`src/verilog/dpsr_cfg.svh`:
```
// register offsets, field positions and codes of the pll status readback block
`ifndef DPSR_CFG_SVH
`define DPSR_CFG_SVH
`define DPSR_OFS_STICKY 16'h0200
`define DPSR_OFS_ENABLE 16'h0079
`define DPSR_OFS_REF 16'h0202
`define DPSR_OFS_STATE 16'h0203
`define DPSR_OFS_GPI 16'h020C
`define DPSR_OFS_ALERT 16'h020D
`define DPSR_OFS_LDERR 16'h0210
`define DPSR_OFS_LDDONE 16'h0211
`define DPSR_BIT_NOREF 3
`define DPSR_BIT_LOCK 4
`define DPSR_ALERT_MASK 8'h2B
`define DPSR_REF_IN0 3'h4
`define DPSR_REF_IN1 3'h5
`define DPSR_STATE_FREERUN 2'h1
`define DPSR_STATE_NORMAL 2'h2
`define DPSR_STATE_HOLDOVER 2'h3
`define DPSR_ZERO8 8'h00
`endif

```
`src/verilog/dpsr_pkg.sv`:
```
// types shared by the pll status readback block
package dpsr_pkg;
    typedef struct packed {
        logic no_valid_reference;
        logic [2:0] selected_reference;
        logic phase_lock_raw;
        logic synth_mode;
        logic [1:0] pll_state;
    } dpsr_pll_s;
    typedef struct packed {
        logic crc_mismatch;
        logic read_failed;
        logic read_done;
    } dpsr_boot_s;
endpackage

```
`src/verilog/dpsr_status.sv`:
```
// pll status, general input, alert summary and boot result readback
// Contract
// no-valid-reference flag is 1 exactly when no input reference is valid.
// three-bit selected reference: 100 input 0, 101 input 1, else none.
// phase lock shown while error below criterion, never in synthesizer mode.
// pll state 01 freerun, 10 normal, 11 holdover; 00 never produced.
// pll fields come live from the pll, with no latching.
// pll status is debug only; values read are momentary.
// host uses sticky alerts and pins, not polling, for fast changes.
// general input byte returns levels of pins configured as inputs.
// alert summary is 1 when any enabled sticky alert bit is set.
// alert pin driven low while summary is 1, released otherwise.
// crc mismatch flag sets on failed crc, held until reset.
// load failed flag sets on eeprom read failure, held until reset.
// load done flag sets when eeprom read completes, held until reset.
// host writes zero to reserved bits and ignores their read value.
// sticky alert bits hold until host writes one to them.
// a sticky bit counts toward the alert only while enabled.
// alert summary is the continuous or of sticky and enable.
`include "dpsr_cfg.svh"
module dpsr_status (
    input wire logic clk_i, // 40 MHz core clock
    input wire logic reset_i, // synchronous, active high
    input wire dpsr_pkg::dpsr_pll_s pll_i, // live pll state
    input wire logic [3:0] gpio_level_i, // gpio pin levels
    input wire logic [3:0] gpio_is_input_i, // 1 where pin is an input
    input wire logic [7:0] alarm_event_i, // alarm pulses, sticky bit lanes
    input wire dpsr_pkg::dpsr_boot_s boot_event_i, // loader result pulses
    input wire logic [15:0] addr_i, // register address
    input wire logic wr_i, // write strobe
    input wire logic [7:0] wdata_i, // write data
    input wire logic rd_i, // read strobe
    output logic [7:0] rdata_o, // read data, registered
    output logic rvalid_o, // read data valid pulse
    output logic [7:0] alert_sticky_o, // sticky alert bits
    output logic alert_summary_o, // device alert summary
    output logic alert_pin_n_o, // active-low alert pin level
    output logic alert_pin_n_oe_o // alert pin drive enable, open drain
);
    logic [7:0] sticky_reg, sticky_next;
    logic [7:0] enable_reg, enable_next;
    logic crc_mismatch_reg, load_failed_reg, load_done_reg;
    logic [7:0] rdata_reg, rdata_next;
    logic rvalid_reg;
    logic [2:0] sel_ref;
    logic [1:0] state_code;
    logic phase_lock_flag;
    logic [7:0] ref_byte, state_byte, gpi_byte, alert_byte, err_byte, done_byte;
    logic wr_sticky, wr_enable;
    // reserved codes 110/111 are folded to none-selected
    assign sel_ref = (pll_i.selected_reference == `DPSR_REF_IN0 ||
                      pll_i.selected_reference == `DPSR_REF_IN1) ? pll_i.selected_reference : 3'h0;
    // never present 00; an unknown code reads as freerun
    assign state_code = (pll_i.pll_state == 2'h0) ? `DPSR_STATE_FREERUN : pll_i.pll_state;
    // gate lock off in synthesizer mode
    assign phase_lock_flag = pll_i.phase_lock_raw & ~pll_i.synth_mode;
    // live fields, no snapshot, R1 no-reference bit
    // a read may mix fields from two pll states; only the sticky bits catch fast changes
    assign ref_byte = {4'h0, pll_i.no_valid_reference, sel_ref};
    assign state_byte = {3'h0, phase_lock_flag, 2'h0, state_code};
    // only input-configured pins show
    assign gpi_byte = {4'h0, gpio_level_i & gpio_is_input_i};
    // continuous enabled or
    assign alert_summary_o = |(sticky_reg & enable_reg);
    assign alert_byte = {7'h00, alert_summary_o};
    assign err_byte = {6'h00, crc_mismatch_reg, load_failed_reg};
    assign done_byte = {7'h00, load_done_reg};
    // open drain: drive low only while summary is set
    assign alert_pin_n_o = 1'b0;
    assign alert_pin_n_oe_o = alert_summary_o;
    assign alert_sticky_o = sticky_reg;
    assign rdata_o = rdata_reg;
    assign rvalid_o = rvalid_reg;
    assign wr_sticky = wr_i && addr_i == `DPSR_OFS_STICKY;
    assign wr_enable = wr_i && addr_i == `DPSR_OFS_ENABLE;
    // write-one-to-clear; a new event wins over the clear; R14 reserved lanes masked
    assign sticky_next = ((sticky_reg & ~(wr_sticky ? wdata_i : `DPSR_ZERO8)) | alarm_event_i)
                         & `DPSR_ALERT_MASK;
    assign enable_next = wr_enable ? (wdata_i & `DPSR_ALERT_MASK) : enable_reg;
    always_comb begin
        unique case (addr_i)
            `DPSR_OFS_STICKY: rdata_next = sticky_reg;
            `DPSR_OFS_ENABLE: rdata_next = enable_reg;
            `DPSR_OFS_REF: rdata_next = ref_byte;
            `DPSR_OFS_STATE: rdata_next = state_byte;
            `DPSR_OFS_GPI: rdata_next = gpi_byte;
            `DPSR_OFS_ALERT: rdata_next = alert_byte;
            `DPSR_OFS_LDERR: rdata_next = err_byte;
            `DPSR_OFS_LDDONE: rdata_next = done_byte;
            default: rdata_next = `DPSR_ZERO8;
        endcase
    end
    always_ff @(posedge clk_i) begin
        if (reset_i) begin
            sticky_reg <= `DPSR_ZERO8;
            enable_reg <= `DPSR_ZERO8;
            rdata_reg <= `DPSR_ZERO8;
            rvalid_reg <= 1'b0;
        end else begin
            sticky_reg <= sticky_next;
            enable_reg <= enable_next;
            rdata_reg <= rd_i ? rdata_next : rdata_reg;
            rvalid_reg <= rd_i;
        end
    end
    // boot flags set once, cleared only by reset
    always_ff @(posedge clk_i) begin
        if (reset_i) begin
            crc_mismatch_reg <= 1'b0;
            load_failed_reg <= 1'b0;
            load_done_reg <= 1'b0;
        end else begin
            crc_mismatch_reg <= crc_mismatch_reg | boot_event_i.crc_mismatch;
            load_failed_reg <= load_failed_reg | boot_event_i.read_failed;
            load_done_reg <= load_done_reg | boot_event_i.read_done;
        end
    end
endmodule

```
`config.mk`:
```
export PLATFORM = sky130hd
export DESIGN_NAME = dpsr_status
export DESIGN_NICKNAME = d
export VERILOG_FILES = /design/src/verilog/dpsr_pkg.sv /design/src/verilog/dpsr_status.sv
export VERILOG_INCLUDE_DIRS = /design/src /design/src/verilog
export SDC_FILE = /design/constraint.sdc
export NUM_CORES = 1
export LEC_CHECK = 0
export BUFFER_PORTS_ARGS = -buffer_cell sky130_fd_sc_hd__clkbuf_2
export CORE_ASPECT_RATIO = 0.9
export CORE_MARGIN = 10
export CORE_UTILIZATION = 37
export CTS_CLUSTER_DIAMETER = 30
export DETAILED_ROUTE_END_ITERATION = 10
export HOLD_SLACK_MARGIN = 0.03
export PLACE_DENSITY = 0.75
export SKIP_CTS_REPAIR_TIMING = 1
export SYNTH_ARGS = -nofsm -noshare
export SYNTH_HDL_FRONTEND = slang
export SYNTH_SLANG_ARGS = --single-unit
```
`constraint.sdc`:
```
create_clock -name clk_i -period 1.4 [get_ports clk_i]
set_input_delay 0.21 -clock clk_i [delete_from_list [all_inputs] [get_ports clk_i]]
set_output_delay 0.21 -clock clk_i [all_outputs]
set_load 0.03 [all_outputs]
```
==> results.md <==
* Status: finished, final reports clean
* Critical path startpoint category: flip-flop
* Reg-to-Reg End: rdata_o[1]
* Tmin final at 1333 ps
* Async S/R FF share, synth at 0
* CP Capture Type: primary output
* Iter 0 DRT Violations at 72
* Drt drc at 0
* Post-Syn Instances at 138
* Fin. Hold Viols at 0
* Leakage power at 0.7145 nW
* Pwr Density at 655.5 nW/um2
* GPL Wtd Cong at 0.9320
* # rows at 18
* Worst r2r src: alert_sticky_o[1]
* Chip width at 77.80 um
* CTS tree: built
* Critical path class: reg -> out
* Largest net degree at the start of global routing at 15
* Mapped cell area at 1112 um2
* RSZ-0062 raised after global routing: yes
* Hold Path Class: in -> reg
* Period utilisation layout at 0.9524
* Synthesis-stage register bit count at 18
* Via count at 1293
* Port Buf Inserts at 59
* Ports at 75
* CP max stage cell: dfxtp_1
* Gr usage total at 0.1272
* Slowest cell delay on critical path at 360 ps
* Max-cap viol count at 0
* EDFF count, synth at 0
* Maximum clock frequency at 750.0 MHz
* Clock slew at reported path FFs at 100 ps
* First-pass GRT wire length at 6051 um
* Clk root buf: clkbuf_4
* Combinational share of power at 0.243
* DRT Wirelength at 3689 um
* Req. time, crit path at 1190 ps
* Worst hold start: wdata_i[5]
* Wire per inst at 14.64 um
* Total power at 1.044 mW
* Worst Path Buf+Inv at 1
* Sequential power share at 0.521
* Clk Latency, worst-skew pair at 290 ps
* Max Clock Skew at 7.143 ps
* Clock buffer depth at 2
* Synth Area per Inst at 8.060 um2
* Critical path cell sequence: a22oi_2 > nand2_2 > clkbuf_2
* Setup TNS at 0 ps
* Number of library cell types mapped by synthesis at 39
* R2R setup slack at 110 ps
* Sink of the worst hold path: alert_sticky_o[5]
* Initial Utilization at 0.3951
* P&R area growth vs syn at 43.19%
* Vias in the first global route at 1307
* Peak VDD IR at 0.0003892 V
* Post-Place Cells at 249
* Initial antenna violation count at 0
* Prevailing post-synth register cell: dfxtp_1
* Congestion Overflow GR at 0
* Routed Antenna Nets at 0
* # setup viols final at 0
* H-tree levels at 1
* Clk pwr share at 0.236
* R2R depth at 5
* Fin cells at 252
* Max FO, Critical Path at 4
* CTS sink cnt at 18
* Die ar. at 5602 um2
* Via density at 5.131
* HPWL after detailed placement at 3136 um
* Sw power at 308.8 uW
* Internal power at 735.2 uW
* DR pass1 iterations at 4
* Die height at 72.02 um
* Final net count at 269
* Util after Layout at 0.5658
* Post-synthesis sequential area ratio at 0.3240
* Num CTS Buffers at 3
* Max reg flops at 6
* Core region area at 2815 um2
* Slew Limit Fails at 0
* Crit path max-delay family: flip-flops
* Hold depth at 2
* Antenna Cells at 0
* Switching power share of the total at 0.2958
* Warnings from Yosys at 0
* Critical path arrival at 1120 ps
* Layout cell share with drive strength beyond 1 at 0.4575
per-layer routing:
layer,share of wire,vias to the layer above,global-route usage
met5,0,-,0
met4,0.011,0,0.03036
met3,0.091,4,0.05172
met2,0.48,51,0.2098
met1,0.42,589,0.1506
li1,-,649,-
how the worst max path moves through the flow:
stage,cells after the start,from,endpoint,slack (ps)
floorplan,5,addr_i[7],rdata_o[1],-90
global placement,7,addr_i[7],rdata_o[1],-250
detailed placement,7,addr_i[7],rdata_o[1],-270
CTS,3,alert_sticky_o[5],alert_pin_n_oe_o,30
global route,6,addr_i[10],rdata_o[1],-50
finish,3,alert_sticky_o[3],alert_pin_n_oe_o,70
stage by stage:
stage	worst slack (ps)	cell area [um2]	hold slack (ps)
floorplan	-90.00	1137	278.9
global placement	-249.3	1539	416.8
detailed placement	-267.8	1539	426.4
CTS	31.24	1562	116.5
global route	-48.50	1593	93.60
finish	66.69	1593	114.5
placed cells by master (no fill, tap or decap), types with 3 or more instances in the layout:
| cell | n |
|---|---|
| a311oi_1 | 4 |
| nand2_1 | 13 |
| clkbuf_2 | 58 |
| nor2b_1 | 3 |
| a21oi_1 | 9 |
| nand3_1 | 5 |
| nand4_1 | 7 |
| inv_1 | 7 |
| nor2_1 | 18 |
| dfxtp_1 | 17 |
| conb_1 | 7 |
| buf_4 | 17 |
| clkbuf_4 | 3 |
layout make-up:
cell class                 count  area [um2]
multi-input combinational    108       709.4
sequential                    18       361.6
timing repair buffer          76       422.9
fill                         276        1222
clock buffer                   3       22.52
tap                           40       50.05
inverter                       7       26.28
power by group through the flow:
stage	registers, mW	clock network, mW	logic, mW
2_1_floorplan	0.573	0	0.108
3_3_place_gp	0.554	0	0.248
3_5_place_dp	0.554	0	0.250
4_1_cts	0.543	0.253	0.251
5_1_grt	0.547	0.279	0.279
6_report	0.544	0.246	0.254
kinds of logic (layout without fill, tap and decap cells):
| family | after synthesis | count (layout) | synth area share |
|---|---|---|---|
| flops | 18 | 18 | 0.3240 |
| simple gates | 67 | 67 | 0.3543 |
| other cells | 1 | 7 | 0.003371 |
| mux | 2 | 2 | 0.01912 |
| buf+inv | 18 | 86 | 0.08774 |
| compound gates | 32 | 32 | 0.2115 |
synthesized netlist by cell type (3+ instances only):
cell,number,area [um2]
clkbuf_1,3,11.26
inv_1,7,26.28
dfxtp_1,18,360.4
nor2b_1,3,18.77
a311oi_1,4,35.03
nor3_1,3,15.01
nand3_1,5,25.02
buf_4,8,60.06
a21oi_1,9,45.04
nand2_1,14,52.55
nor2_1,19,71.32
a22oi_1,4,30.03
o21ai_0,3,15.01
nand4_1,7,43.79
worst reg2reg max path, cell delays in order, from the launching register on:
cell       delay, ps
dfxtp_1          360
mux2_2           280
a32oi_1          220
o22ai_2          110
a211oi_2         170
a2111oi_2         50
Note: power is estimated with default switching activity, not from simulation.
